===== src/rtl/flash_ctrl_pkg.sv =====
// Package: register map, field positions, states and carrier structs for the flash control block
package flash_ctrl_pkg;
  localparam int NUM_BANKS = 2;
  localparam int BANK_W = 1;
  // Register byte offsets
  localparam logic [7:0] ADDR_CONFIG = 8'h00;
  localparam logic [7:0] ADDR_STATUS = 8'h04;
  localparam logic [7:0] ADDR_COMMAND = 8'h08;
  localparam logic [7:0] ADDR_PROTECT = 8'h0c;
  localparam logic [7:0] ADDR_SECURITY = 8'h10;
  localparam logic [7:0] ADDR_ARRAY = 8'h14;
  localparam logic [7:0] ADDR_ARRAY_DATA = 8'h18;
  // Config register fields
  localparam int CFG_BANK = 0;
  localparam int CFG_KEY_ACCESS_BIT = 4;
  localparam int CFG_COMPLETE_IRQ_EN = 6;
  localparam int CFG_BUFFERS_EMPTY_IRQ_EN = 7;
  // Status register fields
  localparam int ST_ACCESS_ERROR_FLAG = 4;
  localparam int ST_PROTECTION_VIOLATION_FLAG = 5;
  localparam int ST_CMD_COMPLETE_FLAG = 6;
  localparam int ST_BUFFERS_EMPTY_FLAG = 7;
  // Security register fields
  localparam int SEC_BACKDOOR_ENABLE_LO = 6;
  localparam logic [1:0] SEC_UNSECURED = 2'b10;
  localparam logic [1:0] BACKDOOR_ENABLE_ON = 2'b10;
  // Backdoor key addresses in flash word space
  localparam logic [15:0] KEY_BASE = 16'hff00;
  localparam logic [15:0] KEY_LAST = 16'hff06;
  localparam logic [15:0] SEC_BYTE_ADDR = 16'hff0f;
  // Commands
  localparam logic [7:0] CMD_ERASE_VERIFY = 8'h05;
  localparam logic [7:0] CMD_PROGRAM = 8'h20;
  localparam logic [7:0] CMD_SECTOR_ERASE = 8'h40;
  localparam logic [7:0] CMD_MASS_ERASE = 8'h41;
  localparam logic [7:0] PROT_RESET = 8'hff;
  localparam logic [31:0] INVALID_DATA = 32'hffffffff;
  // Command engine duration in cycles
  localparam logic [7:0] CMD_CYCLES = 8'h10;
  localparam logic [1:0] RESP_OKAY = 2'b00;
  localparam logic [1:0] RESP_SLVERR = 2'b10;

  typedef enum logic [3:0] {
    ENG_IDLE = 4'b0001,
    ENG_BUSY = 4'b0010,
    ENG_STOP = 4'b0100,
    ENG_LOAD = 4'b1000
  } eng_state_t;

  typedef struct packed {
    logic buffers_empty_flag;
    logic cmd_complete_flag;
    logic protection_violation_flag;
    logic access_error_flag;
    logic armed;
    logic queued;
    logic [7:0] cmd;
  } bank_t;

  typedef struct packed {
    logic aw_got;
    logic w_got;
    logic [7:0] awaddr;
    logic [31:0] wdata;
    logic [3:0] wstrb;
    logic bvalid;
    logic [1:0] bresp;
    logic rvalid;
    logic [31:0] rdata;
    logic [1:0] rresp;
  } bus_t;

  typedef struct packed {
    eng_state_t eng;
    logic [7:0] timer;
    logic [BANK_W-1:0] run_bank;
    bus_t bus;
    bank_t [NUM_BANKS-1:0] bank;
    logic [BANK_W-1:0] bank_sel;
    logic key_access;
    logic complete_irq_en;
    logic buffers_empty_irq_en;
    logic [7:0] prot;
    logic [1:0] security_field;
    logic [1:0] backdoor_enable;
    logic [1:0] key_idx;
    logic key_ok;
    logic [2:0] stop_sync;
    logic stop_q;
    logic irq;
  } state_t;
endpackage : flash_ctrl_pkg


===== src/rtl/flash_stop_security_irq_ctrl.sv =====
// Flash control: stop abort, debug privileges, security, backdoor key, interrupts
`timescale 1ns/1ps
module flash_stop_security_irq_ctrl (
  input wire logic aclk,
  input wire logic aresetn,
  input wire logic clk_en,
  input wire logic [7:0] s_axi_awaddr,
  input wire logic s_axi_awvalid,
  output logic s_axi_awready,
  input wire logic [31:0] s_axi_wdata,
  input wire logic [3:0] s_axi_wstrb,
  input wire logic s_axi_wvalid,
  output logic s_axi_wready,
  output logic [1:0] s_axi_bresp,
  output logic s_axi_bvalid,
  input wire logic s_axi_bready,
  input wire logic [7:0] s_axi_araddr,
  input wire logic s_axi_arvalid,
  output logic s_axi_arready,
  output logic [31:0] s_axi_rdata,
  output logic [1:0] s_axi_rresp,
  output logic s_axi_rvalid,
  input wire logic s_axi_rready,
  input wire logic stop_req,
  input wire logic background_debug_mode,
  input wire logic special_single_chip,
  input wire logic [7:0] stored_security_byte,
  input wire logic [63:0] stored_key,
  output logic chip_secured,
  output logic flash_irq
);
  // Package sizes given local names; declared before any process reads them
  localparam int NUM_BANKS_L = flash_ctrl_pkg::NUM_BANKS;
  localparam int BANK_W = flash_ctrl_pkg::BANK_W;

  flash_ctrl_pkg::state_t s_reg;
  flash_ctrl_pkg::state_t s_next;

  // Word of the stored key selected by index
  function automatic logic [15:0] key_word(input logic [63:0] k, input logic [1:0] i);
    key_word = k[16*i +: 16];
  endfunction : key_word

  // Any bank holding a locking error flag
  function automatic logic any_error(input flash_ctrl_pkg::bank_t [1:0] b);
    any_error = b[0].access_error_flag | b[0].protection_violation_flag | b[1].access_error_flag | b[1].protection_violation_flag;
  endfunction : any_error

  logic wr_fire;
  logic rd_fire;
  logic secured_now;
  logic stop_level;
  logic [15:0] arr_addr;
  logic [7:0] wcmd;
  logic cmd_legal;
  logic [7:0] status_byte;

  // Ready only while no response is outstanding; both channels taken in any order
  assign s_axi_awready = !s_reg.bus.aw_got && !s_reg.bus.bvalid;
  assign s_axi_wready = !s_reg.bus.w_got && !s_reg.bus.bvalid;
  assign s_axi_arready = !s_reg.bus.rvalid;
  assign s_axi_bvalid = s_reg.bus.bvalid;
  assign s_axi_bresp = s_reg.bus.bresp;
  assign s_axi_rvalid = s_reg.bus.rvalid;
  assign s_axi_rdata = s_reg.bus.rdata;
  assign s_axi_rresp = s_reg.bus.rresp;
  assign chip_secured = s_reg.security_field != flash_ctrl_pkg::SEC_UNSECURED;
  assign flash_irq = s_reg.irq;

  assign secured_now = s_reg.security_field != flash_ctrl_pkg::SEC_UNSECURED;
  // Stop arrives from the power controller, so filter it through three stages
  assign stop_level = s_reg.stop_sync[2] & s_reg.stop_sync[1];
  assign wr_fire = (s_reg.bus.aw_got | (s_axi_awvalid & s_axi_awready))
    & (s_reg.bus.w_got | (s_axi_wvalid & s_axi_wready)) & !s_reg.bus.bvalid;
  assign rd_fire = s_axi_arvalid & s_axi_arready;
  assign status_byte = {s_reg.bank[s_reg.bank_sel].buffers_empty_flag, s_reg.bank[s_reg.bank_sel].cmd_complete_flag,
    s_reg.bank[s_reg.bank_sel].protection_violation_flag, s_reg.bank[s_reg.bank_sel].access_error_flag, 4'h0};

  // Command privilege: debug unsecured takes all, secured special mode only mass erase
  always_comb begin
    wcmd = 8'h00;
    cmd_legal = 1'b0;
    arr_addr = 16'h0000;
    if (s_reg.bus.w_got) begin
      wcmd = s_reg.bus.wdata[7:0];
      arr_addr = s_reg.bus.wdata[31:16];
    end else begin
      wcmd = s_axi_wdata[7:0];
      arr_addr = s_axi_wdata[31:16];
    end
    if (wcmd == flash_ctrl_pkg::CMD_ERASE_VERIFY || wcmd == flash_ctrl_pkg::CMD_PROGRAM ||
        wcmd == flash_ctrl_pkg::CMD_SECTOR_ERASE || wcmd == flash_ctrl_pkg::CMD_MASS_ERASE) begin
      cmd_legal = 1'b1;
    end
    if (secured_now && special_single_chip && wcmd != flash_ctrl_pkg::CMD_MASS_ERASE) begin
      cmd_legal = 1'b0;
    end
  end

  always_comb begin
    logic [7:0] waddr;
    logic [31:0] wd;
    logic [BANK_W-1:0] bs;
    logic launch_ok;
    waddr = 8'h00;
    wd = 32'h0;
    bs = '0;
    launch_ok = 1'b0;
    s_next = s_reg;
    s_next.stop_sync = {s_reg.stop_sync[1:0], stop_req};
    if (s_reg.stop_sync[2] == s_reg.stop_sync[1]) begin
      s_next.stop_q = stop_level;
    end
    waddr = s_reg.bus.aw_got ? s_reg.bus.awaddr : s_axi_awaddr;
    wd = s_reg.bus.w_got ? s_reg.bus.wdata : s_axi_wdata;
    bs = s_reg.bank_sel;

    // Command engine; stop entry and exit override normal progress
    case (s_reg.eng)
      flash_ctrl_pkg::ENG_IDLE: begin
        if (s_reg.stop_q) begin
          s_next.eng = flash_ctrl_pkg::ENG_STOP;
        end else if (s_reg.bank[s_reg.run_bank].queued) begin
          s_next.eng = flash_ctrl_pkg::ENG_BUSY;
          s_next.timer = flash_ctrl_pkg::CMD_CYCLES;
          s_next.bank[s_reg.run_bank].queued = 1'b0;
        end
      end
      flash_ctrl_pkg::ENG_BUSY: begin
        if (s_reg.stop_q) begin
          // Abort mid-operation; every bank with work gets both flags
          for (int i = 0; i < NUM_BANKS_L; i++) begin
            if (!s_reg.bank[i].cmd_complete_flag) begin
              s_next.bank[i].cmd_complete_flag = 1'b1;
              s_next.bank[i].access_error_flag = 1'b1;
            end
          end
          s_next.eng = flash_ctrl_pkg::ENG_STOP;
        end else if (s_reg.timer > 8'h01) begin
          s_next.timer = s_reg.timer - 8'h01;
        end else if (s_reg.bank[s_reg.run_bank].queued) begin
          s_next.timer = flash_ctrl_pkg::CMD_CYCLES;
          s_next.bank[s_reg.run_bank].queued = 1'b0;
        end else begin
          s_next.bank[s_reg.run_bank].cmd_complete_flag = 1'b1;
          s_next.eng = flash_ctrl_pkg::ENG_IDLE;
        end
      end
      flash_ctrl_pkg::ENG_STOP: begin
        if (!s_reg.stop_q) begin
          for (int i = 0; i < NUM_BANKS_L; i++) begin
            s_next.bank[i].buffers_empty_flag = 1'b1;
            s_next.bank[i].queued = 1'b0;
            s_next.bank[i].armed = 1'b0;
          end
          s_next.eng = flash_ctrl_pkg::ENG_IDLE;
        end
      end
      flash_ctrl_pkg::ENG_LOAD: begin
        s_next.eng = flash_ctrl_pkg::ENG_IDLE;
      end
      default: begin
        s_next.eng = flash_ctrl_pkg::ENG_IDLE;
      end
    endcase

    // Write channels
    if (s_axi_awvalid && s_axi_awready) begin
      s_next.bus.aw_got = 1'b1;
      s_next.bus.awaddr = s_axi_awaddr;
    end
    if (s_axi_wvalid && s_axi_wready) begin
      s_next.bus.w_got = 1'b1;
      s_next.bus.wdata = s_axi_wdata;
      s_next.bus.wstrb = s_axi_wstrb;
    end
    if (wr_fire) begin
      s_next.bus.aw_got = 1'b0;
      s_next.bus.w_got = 1'b0;
      s_next.bus.bvalid = 1'b1;
      s_next.bus.bresp = flash_ctrl_pkg::RESP_OKAY;
      case (waddr)
        flash_ctrl_pkg::ADDR_CONFIG: begin
          s_next.bank_sel = wd[flash_ctrl_pkg::CFG_BANK +: BANK_W];
          s_next.complete_irq_en = wd[flash_ctrl_pkg::CFG_COMPLETE_IRQ_EN];
          s_next.buffers_empty_irq_en = wd[flash_ctrl_pkg::CFG_BUFFERS_EMPTY_IRQ_EN];
          s_next.key_access = wd[flash_ctrl_pkg::CFG_KEY_ACCESS_BIT];
          if (wd[flash_ctrl_pkg::CFG_KEY_ACCESS_BIT] && !s_reg.key_access) begin
            s_next.key_idx = 2'b00;
            s_next.key_ok = 1'b1;
          end
        end
        flash_ctrl_pkg::ADDR_STATUS: begin
          // Write one clears error flags; set in the same cycle by the engine wins
          if (wd[flash_ctrl_pkg::ST_ACCESS_ERROR_FLAG] && s_next.bank[bs].access_error_flag == s_reg.bank[bs].access_error_flag) begin
            s_next.bank[bs].access_error_flag = 1'b0;
          end
          if (wd[flash_ctrl_pkg::ST_PROTECTION_VIOLATION_FLAG]) begin
            s_next.bank[bs].protection_violation_flag = 1'b0;
          end
          if (!wd[flash_ctrl_pkg::ST_BUFFERS_EMPTY_FLAG]) begin
            s_next.bank[bs].access_error_flag = 1'b1;
            s_next.bank[bs].armed = 1'b0;
          end else if (s_reg.bank[bs].armed && s_reg.bank[bs].buffers_empty_flag) begin
            launch_ok = !any_error(s_reg.bank) && !s_reg.stop_q;
            if (launch_ok) begin
              s_next.bank[bs].queued = 1'b1;
              s_next.bank[bs].cmd_complete_flag = 1'b0;
              s_next.bank[bs].armed = 1'b0;
              s_next.run_bank = bs;
            end else begin
              s_next.bank[bs].access_error_flag = 1'b1;
            end
          end
        end
        flash_ctrl_pkg::ADDR_COMMAND: begin
          if (cmd_legal && !any_error(s_reg.bank)) begin
            s_next.bank[bs].cmd = wd[7:0];
            s_next.bank[bs].armed = 1'b1;
          end else begin
            s_next.bank[bs].access_error_flag = 1'b1;
            s_next.bus.bresp = flash_ctrl_pkg::RESP_SLVERR;
          end
        end
        flash_ctrl_pkg::ADDR_PROTECT: begin
          if (background_debug_mode) begin
            s_next.prot = wd[7:0];
          end else begin
            s_next.bus.bresp = flash_ctrl_pkg::RESP_SLVERR;
          end
        end
        flash_ctrl_pkg::ADDR_ARRAY: begin
          // Backdoor compare; word stays untouched in the array
          if (s_reg.key_access && s_reg.backdoor_enable == flash_ctrl_pkg::BACKDOOR_ENABLE_ON) begin
            if (arr_addr == flash_ctrl_pkg::KEY_BASE + {13'h0, s_reg.key_idx, 1'b0}) begin
              if (wd[15:0] != key_word(stored_key, s_reg.key_idx)) begin
                s_next.key_ok = 1'b0;
              end
              if (arr_addr == flash_ctrl_pkg::KEY_LAST) begin
                if (s_next.key_ok && !(background_debug_mode && special_single_chip)) begin
                  s_next.security_field = flash_ctrl_pkg::SEC_UNSECURED;
                end
                s_next.key_ok = 1'b0;
              end else begin
                s_next.key_idx = s_reg.key_idx + 2'b01;
              end
            end else begin
              s_next.key_ok = 1'b0;
            end
          end else if (!s_reg.bank[bs].buffers_empty_flag) begin
            s_next.bank[bs].access_error_flag = 1'b1;
          end
        end
        default: begin
          s_next.bus.bresp = flash_ctrl_pkg::RESP_SLVERR;
        end
      endcase
    end
    if (s_reg.bus.bvalid && s_axi_bready) begin
      s_next.bus.bvalid = 1'b0;
    end

    // Read channel
    if (rd_fire) begin
      s_next.bus.rvalid = 1'b1;
      s_next.bus.rresp = flash_ctrl_pkg::RESP_OKAY;
      case (s_axi_araddr)
        flash_ctrl_pkg::ADDR_CONFIG: begin
          s_next.bus.rdata = {24'h0, s_reg.buffers_empty_irq_en, s_reg.complete_irq_en, 1'b0, s_reg.key_access,
            3'b000, s_reg.bank_sel};
        end
        flash_ctrl_pkg::ADDR_STATUS: s_next.bus.rdata = {24'h0, status_byte};
        flash_ctrl_pkg::ADDR_COMMAND: s_next.bus.rdata = {24'h0, s_reg.bank[bs].cmd};
        flash_ctrl_pkg::ADDR_PROTECT: s_next.bus.rdata = {24'h0, s_reg.prot};
        flash_ctrl_pkg::ADDR_SECURITY: begin
          s_next.bus.rdata = {24'h0, s_reg.backdoor_enable, 4'h0, s_reg.security_field};
        end
        flash_ctrl_pkg::ADDR_ARRAY_DATA: begin
          if (s_reg.key_access || !s_reg.bank[bs].cmd_complete_flag) begin
            s_next.bus.rdata = flash_ctrl_pkg::INVALID_DATA;
          end else begin
            s_next.bus.rdata = {24'h0, stored_security_byte};
          end
        end
        default: begin
          s_next.bus.rdata = 32'h0;
          s_next.bus.rresp = flash_ctrl_pkg::RESP_SLVERR;
        end
      endcase
    end
    if (s_reg.bus.rvalid && s_axi_rready) begin
      s_next.bus.rvalid = 1'b0;
    end

    // Level request from selected bank only
    s_next.irq = (s_next.buffers_empty_irq_en & s_next.bank[s_next.bank_sel].buffers_empty_flag) |
      (s_next.complete_irq_en & s_next.bank[s_next.bank_sel].cmd_complete_flag);
  end

  // Reset aborts any command and reloads security from the stored byte
  always_ff @(posedge aclk) begin
    if (!aresetn) begin
      s_reg <= '0;
      s_reg.eng <= flash_ctrl_pkg::ENG_LOAD;
      s_reg.prot <= flash_ctrl_pkg::PROT_RESET;
      for (int i = 0; i < NUM_BANKS_L; i++) begin
        s_reg.bank[i].buffers_empty_flag <= 1'b1;
        s_reg.bank[i].cmd_complete_flag <= 1'b1;
      end
    end else if (s_reg.eng == flash_ctrl_pkg::ENG_LOAD) begin
      // Security byte sampled after release, never under reset
      s_reg <= s_next;
      s_reg.security_field <= stored_security_byte[1:0];
      s_reg.backdoor_enable <= stored_security_byte[7:flash_ctrl_pkg::SEC_BACKDOOR_ENABLE_LO];
    end else if (clk_en) begin
      s_reg <= s_next;
    end
  end
endmodule : flash_stop_security_irq_ctrl


===== config.mk =====
export PLATFORM = sky130hd
export DESIGN_NAME = flash_stop_security_irq_ctrl
export DESIGN_NICKNAME = d
export VERILOG_FILES = /design/src/rtl/flash_ctrl_pkg.sv /design/src/rtl/flash_stop_security_irq_ctrl.sv
export SDC_FILE = /design/constraint.sdc
export NUM_CORES = 1
export LEC_CHECK = 0
export BUFFER_PORTS_ARGS = -buffer_cell sky130_fd_sc_hd__buf_2
export CORE_MARGIN = 2
export CORE_UTILIZATION = 35
export DETAILED_ROUTE_END_ITERATION = 10
export SYNTH_ARGS = -nofsm -noshare
export SYNTH_HDL_FRONTEND = slang
export SYNTH_SLANG_ARGS = --single-unit
export TNS_END_PERCENT = 5

===== constraint.sdc =====
create_clock -name aclk -period 3.1 [get_ports aclk]
set_input_delay 0.465 -clock aclk [delete_from_list [all_inputs] [get_ports aclk]]
set_output_delay 0.465 -clock aclk [all_outputs]
set_load 0.02 [all_outputs]

== After elaboration in Yosys (flattened, before gate mapping) ==
Cells that the tools add are included.

* $add $sub $neg: 3
* Multipliers: 0
* Divide/modulo/power cells: 0
* Order comparisons: 6
* Equal/unequal tests: 25
* Shift-type cells: 1
* Multiplexer cells: 138
* Bitwise logic cells: 14
* Reduce and logical (&&, ||, !) cells: 43

{| class="wikitable"
|+ Operators with widths
! kind !! number
|-
| $mux W28 || 16
|-
| $bwmux W28 || 12
|-
| $mux W149 || 2
|-
| $pmux W32 S6 || 1
|-
| $demux W14 S1 || 8
|-
| $pmux W28 S3 || 1
|-
| $mux W8 || 10
|-
| $shiftx A64 B7 Y16 || 1
|-
| $mux W14 || 4
|-
| $pmux W8 S2 || 3
|-
| $mux W11 || 4
|-
| $mux W42 || 1
|-
| $mux W36 || 1
|-
| $mux W9 || 4
|-
| $mux W35 || 1
|-
| $eq A8 B4 Y1 const B || 4
|-
| $mux W16 || 2
|-
| $mux W32 || 1
|-
| $mux W1 || 29
|-
| $mux W13 || 2
|-
| $eq A8 B3 Y1 const B || 3
|-
| $eq A8 B5 Y1 const B || 3
|-
| $mux W12 || 2
|-
| $mux W2 || 12
|-
| 36 further kinds || 103
|}

* Register bits after elaboration: 149
* Bits in latches: 0
* RAM bits: 0
* Memory bits (read-only): 0
* Bits of input ports: 135
* Output and inout bits: 43
* Word-level logic and storage cells: 269
* Memories: 0

== Longest topological paths before layout ==
Gate-level depths: netlist (run 1).

* Word-level depth: 34
* Mapped depth: 10
* Gate-level depth less buffers: 9

== Least setup slack after synthesis (run 1) ==
No wires, ideal clock.

* Path kind: register to register
* From: reg s_reg[135] (netlist bit)
* To: reg s_reg[48] (netlist bit)
* Setup time: 0.135 ns
* Arrival time: 2.355 ns
* Required time: 2.965 ns
* Setup slack: 0.610 ns
* Stages on the path, launching flop included: 9
* Path buffers: 1
* Period minus slack after synthesis: 2.490 ns
* Path through: dfxtp_1 clkbuf_1 mux2i_1 o211ai_1 or2_2 o21ai_0 nand3_1 o311ai_0 o41ai_1

* Longest elaborated chain between the ends: 9
* Elaborated cells between the ends (all ways): 14
* Classes of those cells: eq/ne: 3; mux: 5; bitwise: 4; reduce/logical: 2

{| class="wikitable"
|+ RTL lines
! what !! line !! source
|-
| from (decl) || flash_stop_security_irq_ctrl.sv:36 || <nowiki>flash_ctrl_pkg::state_t s_reg;</nowiki>
|-
| from (signal assigned) || flash_stop_security_irq_ctrl.sv:312 || <nowiki>s_reg <= s_next;</nowiki>
|-
| from (signal assigned) || flash_stop_security_irq_ctrl.sv:316 || <nowiki>s_reg <= s_next;</nowiki>
|-
| $logic_not A1 Y1 || flash_stop_security_irq_ctrl.sv:59 || <nowiki>assign s_axi_awready = !s_reg.bus.aw_got && !s_reg.bus.bvalid;</nowiki>
|-
| $logic_and A1 B1 Y1 || flash_stop_security_irq_ctrl.sv:59 ||
|-
| $and A1 B1 Y1 || flash_stop_security_irq_ctrl.sv:73 || <nowiki>assign wr_fire = (s_reg.bus.aw_got | (s_axi_awvalid & s_axi_awready))</nowiki>
|-
| $or A1 B1 Y1 || flash_stop_security_irq_ctrl.sv:73 ||
|-
| $and A1 B1 Y1 (2 in a row) || flash_stop_security_irq_ctrl.sv:74 || <nowiki>& (s_reg.bus.w_got | (s_axi_wvalid & s_axi_wready)) & !s_reg.bus.bvalid;</nowiki>
|-
| $mux W42 * || flash_stop_security_irq_ctrl.sv:177 || <nowiki>if (wr_fire) begin</nowiki>
|-
| $mux W149 || flash_stop_security_irq_ctrl.sv:315 || <nowiki>end else if (clk_en) begin</nowiki>
|-
| $mux W149 * || flash_stop_security_irq_ctrl.sv:310 || <nowiki>end else if (s_reg.eng == flash_ctrl_pkg::ENG_LOAD) begin</nowiki>
|}

Mark *: on every way between the ends. The rest lies on a longest branch, timed or not. The select of a mux whose other input is x is not followed.
A chain may end at the register's enable or synchronous reset.

== Final worst setup path (run 1) ==
* From: reg s_reg[145] (netlist bit)
* To: reg s_reg[140] (netlist bit)

* Longest elaborated chain between the ends: 4
* Elaborated cells between the ends (all ways): 7
* Classes of those cells: eq/ne: 3; mux: 3; reduce/logical: 1

{| class="wikitable"
|+ RTL lines
! what !! line !! source
|-
| $eq A4 B2 Y1 or $eq A4 B1 Y1 (tied branches) || flash_stop_security_irq_ctrl.sv:119 || <nowiki>case (s_reg.eng)</nowiki>
|-
| $pmux W8 S2 || flash_stop_security_irq_ctrl.sv:119 ||
|-
| $mux W149 || flash_stop_security_irq_ctrl.sv:315 ||
|-
| $mux W149 || flash_stop_security_irq_ctrl.sv:310 ||
|}

Parallel ways exist; a longest one is shown, timed or not. The select of a mux whose other input is x is not followed.

==> metrics.md, run 1 <==
| Metric | Value |
|---|---|
| Status | `finished clean` |
| Hold Vio Cnt, Final | `0` |
| Synth unique cells | `71` |
| Hold Path End | `s_reg[102]$_SDFFE_PN0P_` |
| Vias per cell | `5.25` |
| Placed instance area | `7840 µm²` |
| Clock root cell | `clkbuf_16` |
| Final setup TNS | `0 ps` |
| Post-DP HPWL | `15,100 µm` |
| Vias in the first global route | `5,974` |
| Pin count of the biggest net entering global routing | `41` |
| Dominant cell type by area after synthesis | `dfxtp_1` |
| Die area | `20,700 µm²` |
| First-pass GRT wire length | `31,400 µm` |
| Clock buffer depth | `2` |
| Crit path arrival time | `about 3000 ps` |
| CTS buffer count | `17` |
| Ratio of cells with drive above 1 in the final layout | `30.1%` |
| GP Congestion | `0.950` |
| Antenna Violating Nets Remaining | `0` |
| Synth async-reset ratio | `0%` |
| Cells after Synth | `813` |
| EDFF count, synth | `0` |
| R2r setup slk | `420 ps` |
| PwrDens | `549 nW/µm²` |
| Fin cells | `1,233` |
| WL/cell | `around 16 µm` |
| Drt initial violations | `425` |
| Final Critical Period | `2680 ps` |
| Net count, final | `1,093` |
| Crit Reg-Reg Endpoint | `s_reg[140]$_SDFFE_PN0P_` |
| Dpl cells | `1,201` |
| Clock-pin slew on the worst setup and hold paths | `50 ps` |
| Max VDD drop | `0.000392 V` |
| Die width | `144 µm` |
| Final total power | `~0.0046 W` |
| Area Growth Syn to Fin | `23.5%` |
| CTS Hold Bufs | `0` |
| Post-CTS setup repair buffer count | `0` |
| Sinks on Clock Net | `120` |
| # rows | `51` |
| Final worst-path cycle share | `86.5%` |
| Hold_sp | `s_axi_wdata[8]` |
| Residual DRC count | `0` |
| Die Ht | `144 µm` |
| Final Setup Violations | `0` |
| Syn Area/Cell | `8.42 µm²` |
| H-tree levels | `4` |
| Top cells by area, synth | `dfxtp_1 (35%), mux2i_1 (7.2%), nand2_1 (6.8%), mux4_2 (5.9%), a21oi_1 (5.6%)` |
| Clk_lat worst skew | `roughly 420 ps` |
| TritonRoute pass-1 iters | `5` |
| Final max-slew violation count | `0` |
| I/O Pins | `approximately 180` |
| Starting Density | `35.4%` |
| RR Startpoint | `s_reg[145]$_SDFFE_PN0P_` |
| Total Routing Usage GR | `approximately a fifth` |
| Total number of vias | `6,474` |
| Hold Path Cell Cnt | `3` |
| Max-slew headroom | `a little under half` |
| I/O Buffers | `171` |
| Synthesis Warnings | `0` |
| Yosys top cell area share | `35.1%` |
| RSZ-0062 raised after global routing | `false` |
| Slew at the pin closest to its max-slew limit | `789 ps` |
| Seq/Total Area, Yosys | `35.1%` |
| Crit path max fanout | `11` |
| WS Path Type | `register to register` |
| Worst setup EP type | `register` |
| CTS-repair resized insts | `0` |
| Cell area after synthesis | `6850 µm²` |
| FF-to-FF path depth | `6` |
| Antenna violations before repair | `3` |
| Gr ovfl total | `0` |
| Final clock skew | `11.1 ps` |
| Hold Path Class | `primary input to register` |
| Max reg flops | `102` |
| Drt total wl | `20,000 µm` |
| Max Cap Violations | `0` |
| Final instance area | `about 8500 µm²` |
| Core Region | `19,300 µm²` |
| Max Freq | `373 MHz` |
| Synth Register Bits | `120` |
| Lkg Pwr | `3.51 nW` |
| Top FF cell, synth | `dfxtp_1` |
| CP Data Required Time | `roughly 3500 ps` |
| CTS tree | `done` |
| Nature of the critical path startpoint | `register` |
-- worst max-delay path by stage --
stage / from / to
4_1_cts: s_reg[145]$_SDFFE_PN0P_ / s_reg[140]$_SDFFE_PN0P_
2_1_floorplan: s_reg[135]$_SDFFE_PN0N_ / s_reg[48]$_SDFFE_PN0N_
6_report: s_reg[145]$_SDFFE_PN0P_ / s_reg[140]$_SDFFE_PN0P_
5_1_grt: s_reg[145]$_SDFFE_PN0P_ / s_reg[140]$_SDFFE_PN0P_
3_3_place_gp: s_axi_awaddr[7] / flash_irq$_SDFFE_PN0N_
3_5_place_dp: s_axi_awaddr[7] / flash_irq$_SDFFE_PN0N_
-- final cells by class --
cell class,count,area (µm²)
Fill cell,1915,10900
Clock inverter,6,86.3
Multi-Input combinational cell,599,3910
Clock buffer,25,526
Antenna cell,1,2.50
Sequential cell,120,2400
Tap cell,265,332
Inverter,11,41.3
Timing Repair Buffer,206,1160
-- worst max-delay path, cell delays in order (launching register included) --
cell	delay, ps
dfxtp_1	580
nor4b_1	500
nor2_1	220
a2111oi_4	620
nand2_1	120
or3_2	430
a21oi_1	140
-- cells in the mapped netlist, types with 3 or more instances --
cell type	n
buf_2	6
nor4b_1	4
a21o_1	3
mux2_2	13
o21a_1	4
and2_1	3
or3_1	4
a211oi_1	3
mux4_2	18
nor4_1	12
nand2_1	124
or2_2	5
xor2_1	9
nor3_1	18
ha_1	3
clkbuf_1	34
a41oi_1	3
o211ai_1	13
a21oi_1	77
or4_1	3
nand4_1	9
mux2i_1	49
and3_1	16
buf_4	39
nand2b_1	8
o21ai_0	30
nand3b_1	3
dfxtp_1	120
xnor2_1	14
a31oi_1	7
inv_1	10
o31ai_1	5
o22ai_1	4
nor2_1	74
nand3_1	17
-- per-stage QoR --
| stage | util (%) | setup WS (ps) | hold WS (ps) |
|---|---|---|---|
| floorplan | - | 610 | 424 |
| global placement | 40.6 | 431 | 439 |
| detailed placement | 40.6 | 402 | 440 |
| CTS | 43.7 | 426 | 276 |
| global route | 43.7 | 178 | 292 |
| finish | 43.7 | 420 | 291 |
-- cells by family after synthesis --
family	share of synthesized area [%]
XOR/XNOR	2.94
AND/OR/NAND/NOR	22.9
AO/OA/AOI/OAI	15.4
adder cells (fa/ha/maj)	0.548
flip-flops	35.1
other	0.0548
multiplexers	15.2
buffers and inverters	7.87
-- layout by cell type, fill, tap and decap left out, drive strengths merged, types with 12 or more instances in the layout --
| master | instances |
|---|---|
| dfxtp | 120 |
| nor3 | 19 |
| mux4 | 18 |
| nand2 | 125 |
| and3 | 16 |
| nor2 | 74 |
| nor4 | 12 |
| o21ai | 30 |
| xnor2 | 14 |
| a21oi | 79 |
| buf | 206 |
| clkbuf | 25 |
| nand3 | 17 |
| mux2 | 13 |
| o211ai | 13 |
| mux2i | 49 |
-- report_power, final --
part	total, W	internal (W)	switching (W)
Combinational	0.000892	0.000367	0.000525
Sequential	0.00172	0.00163	0.0000858
Clock	0.00203	0.00133	0.000703
-- per-layer routing --
layer  wire length (µm)  track usage (%)  vias up
met2               9310             32.0      276
li1                   -                -     3163
met3               1560             4.97       29
met5                 22                0        -
met4                313             5.93        4
met1               8760             26.0     3002
No activity file was read; power rests on OpenSTA's default activity.
==> run 2, diff against run 1 <==
--- a/config.mk
+++ b/config.mk
@@ -6,8 +6,9 @@
 export NUM_CORES = 1
 export LEC_CHECK = 0
 export BUFFER_PORTS_ARGS = -buffer_cell sky130_fd_sc_hd__buf_2
+export CAP_MARGIN = 20
 export CORE_MARGIN = 2
-export CORE_UTILIZATION = 35
+export CORE_UTILIZATION = 25
 export DETAILED_ROUTE_END_ITERATION = 10
 export SYNTH_ARGS = -nofsm -noshare
 export SYNTH_HDL_FRONTEND = slang
==> run 2 against run 1 <==
  * Power grew 3.3%
  * Sequential cell count is the same
  * Combinational power is 2% higher
==> metrics.md, run 2 (synthesized netlist as in run 1, its figures left out) <==
| Metric | Value |
|---|---|
| Status | `finished clean (unchanged)` |
| Commonest non-fill, non-tap cell in the layout | `buf_2 (unchanged)` |
| Top Metal Used | `met5 (unchanged)` |
| Pin count of the biggest net entering global routing | `41 (unchanged)` |
| Vias in the first global route | `6,209 (was 5,974)` |
| R2r setup slk | `450 ps (was 420 ps)` |
| Clk_lat worst skew | `420 ps (about the same)` |
| Die Ht | `170 µm (was 144 µm)` |
| Post-CTS setup repair buffer count | `0 (unchanged)` |
| Hold Path Class | `primary input to register (unchanged)` |
| Max Cap Violations | `0 (unchanged)` |
| Starting Density | `25.4% (was 35.4%)` |
| Lkg Pwr | `3.53 nW (was 3.51 nW)` |
| PwrDens | `558 nW/µm² (was 549 nW/µm²)` |
| Crit path arrival time | `2970 ps (was 3030 ps)` |
| Worst setup EP type | `register (unchanged)` |
| Commonest cells after routing, fill and taps aside | `buf_2 (171), nand2_1 (124), dfxtp_1 (119) (unchanged)` |
| Metal3 WL | `1620 µm (was 1560 µm)` |
| I/O Buffers | `171 (unchanged)` |
| Sinks on Clock Net | `120 (unchanged)` |
| I/O Pins | `178 (unchanged)` |
| Critical path launch point | `s_reg[134]$_SDFFE_PN0N_ (was s_reg[145]$_SDFFE_PN0P_)` |
| Final worst-path cycle share | `85.5% (was 86.5%)` |
| GP Congestion | `0.915 (was 0.950)` |
| Hold_sp | `s_axi_wdata[8] (unchanged)` |
| Net count, final | `1,095 (was 1,093)` |
| Clock buffer depth | `2 (unchanged)` |
| Clock-pin slew on the worst setup and hold paths | `60 ps (was 50 ps)` |
| Dpl cells | `1,279 (was 1,201)` |
| TritonRoute pass-1 iters | `5 (unchanged)` |
| H-tree levels | `4 (unchanged)` |
| WS Path Type | `register to register (unchanged)` |
| Max VDD drop | `0.000329 V (was 0.000392 V)` |
| Area Growth Syn to Fin | `25.5% (was 23.5%)` |
| Final Setup Violations | `0 (unchanged)` |
| Total Routing Usage GR | `14.5% (was 19.8%)` |
| RR Startpoint | `s_reg[134]$_SDFFE_PN0N_ (was s_reg[145]$_SDFFE_PN0P_)` |
| Final total power | `0.00480 W (was 0.00464 W)` |
| CP Data Required Time | `3420 ps (was 3450 ps)` |
| Gr ovfl total | `0 (unchanged)` |
| Max-slew headroom | `49.4% (was 46.9%)` |
| Ratio of cells with drive above 1 in the final layout | `30.4% (was 30.1%)` |
| Max Freq | `377 MHz (was 373 MHz)` |
| Antenna violations before repair | `2 (was 3)` |
| # rows | `60 (was 51)` |
| Fin cells | `1,312 (was 1,233)` |
| Final max-slew violation count | `0 (unchanged)` |
| Post-DP HPWL | `15,800 µm (was 15,100 µm)` |
| CTS tree | `done (unchanged)` |
| Hold Vio Cnt, Final | `0 (unchanged)` |
| Max reg flops | `102 (unchanged)` |
| Drt initial violations | `395 (was 425)` |
| Crit path to | `s_reg[6]$_SDFFE_PN0P_ (was s_reg[140]$_SDFFE_PN0P_)` |
| Crit Reg-Reg Endpoint | `s_reg[6]$_SDFFE_PN0P_ (was s_reg[140]$_SDFFE_PN0P_)` |
| Final clock skew | `10.2 ps (was 11.1 ps)` |
| Nature of the critical path startpoint | `register (unchanged)` |
| Slew at the pin closest to its max-slew limit | `756 ps (was 789 ps)` |
| Post-route met1 wirelength | `9510 µm (was 8760 µm)` |
| RSZ-0062 raised after global routing | `false (unchanged)` |
| Final core utilization | `31.9% (was 43.7%)` |
| CTS buffer count | `17 (unchanged)` |
| Drt total wl | `20,700 µm (was 20,000 µm)` |
| Crit path max fanout | `13 (was 11)` |
| Vias per cell | `4.94 (was 5.25)` |
| Residual DRC count | `0 (unchanged)` |
| Die width | `170 µm (was 144 µm)` |
| CTS-repair resized insts | `0 (unchanged)` |
| Final Critical Period | `2650 ps (was 2680 ps)` |
| Antenna Violating Nets Remaining | `0 (unchanged)` |
| Final setup TNS | `0 ps (unchanged)` |
| Core Region | `27,000 µm² (was 19,300 µm²)` |
| Die area | `28,700 µm² (was 20,700 µm²)` |
| WL/cell | `15.8 µm (was 16.2 µm)` |
| Clock root cell | `clkbuf_16 (unchanged)` |
| CTS Hold Bufs | `0 (unchanged)` |
| Total number of vias | `6,479 (was 6,474)` |
| First-pass GRT wire length | `32,800 µm (was 31,400 µm)` |
| FF-to-FF path depth | `9 (was 6)` |
| Metal2 WL | `9420 µm (was 9310 µm)` |
[run 2: cell types whose count changed in the layout (fill, tap and decap cells not counted), sizes merged]
cell / previous run / this run
inv: 10 / 13
buf: 206 / 208
clkbuf: 25 / 20
bufinv: 2 / 4
clkinvlp: 1 / 2
[run 2: layer usage]
layer | GRT usage (%) | vias up
met5 | 0 | -
met3 | 3.47 | 13
met4 | 3.64 | 2
met1 | 19.7 | 3013
met2 | 23.3 | 270
li1 | - | 3181
[run 2: critical path, cell delays in order, from the launching register on]
cell and delay, ps:
dfxtp_2 480, buf_4 290, nor2_1 90, nor3_1 190, buf_4 190, nand2_1 200, nor4_1 560, nand2b_1 240
o22ai_1 90, o21a_1 210
[run 2: where the power goes]
| part | total, W | leakage, nW | internal [W] | switching [W] |
|---|---|---|---|---|
| clock network | 0.00218 | 0.308 | 0.00140 | 0.000779 |
| logic | 0.000907 | 2.24 | 0.000370 | 0.000537 |
| registers | 0.00171 | 0.977 | 0.00163 | 0.0000776 |
| total | 0.00480 | 3.53 | 0.00340 | 0.00139 |
[run 2: worst min-delay path by stage]
stage / endpoint / slack, ps / cells past startpoint
3_3_place_gp: s_reg[35]$_SDFFE_PN0N_ / 440 / 2
6_report: s_reg[102]$_SDFFE_PN0P_ / 280 / 3
3_5_place_dp: s_reg[115]$_SDFFE_PN0P_ / 450 / 2
5_1_grt: s_reg[105]$_SDFFE_PN0P_ / 280 / 3
2_1_floorplan: s_reg[35]$_SDFFE_PN0N_ / 420 / 2
4_1_cts: s_reg[105]$_SDFFE_PN0P_ / 270 / 3
[run 2: layout make-up]
type                    count  area, µm²
clock buffers              20        457
well taps                 341        427
fillers                  2822      18400
inverters                  11       41.3
clock inverters            12        188
multi-input cells         599       3920
flip-flops and latches    120       2400
repair buffers            208       1160
diodes                      1       2.50
[run 2: through the flow]
stage          setup WS, ps  hold WS (ps)  area, µm²
3_3_place_gp            395           438       7950
2_1_floorplan           610           424       6850
5_1_grt                 203           284       8590
4_1_cts                 494           268       8590
3_5_place_dp            361           445       7950
6_report                450           283       8590
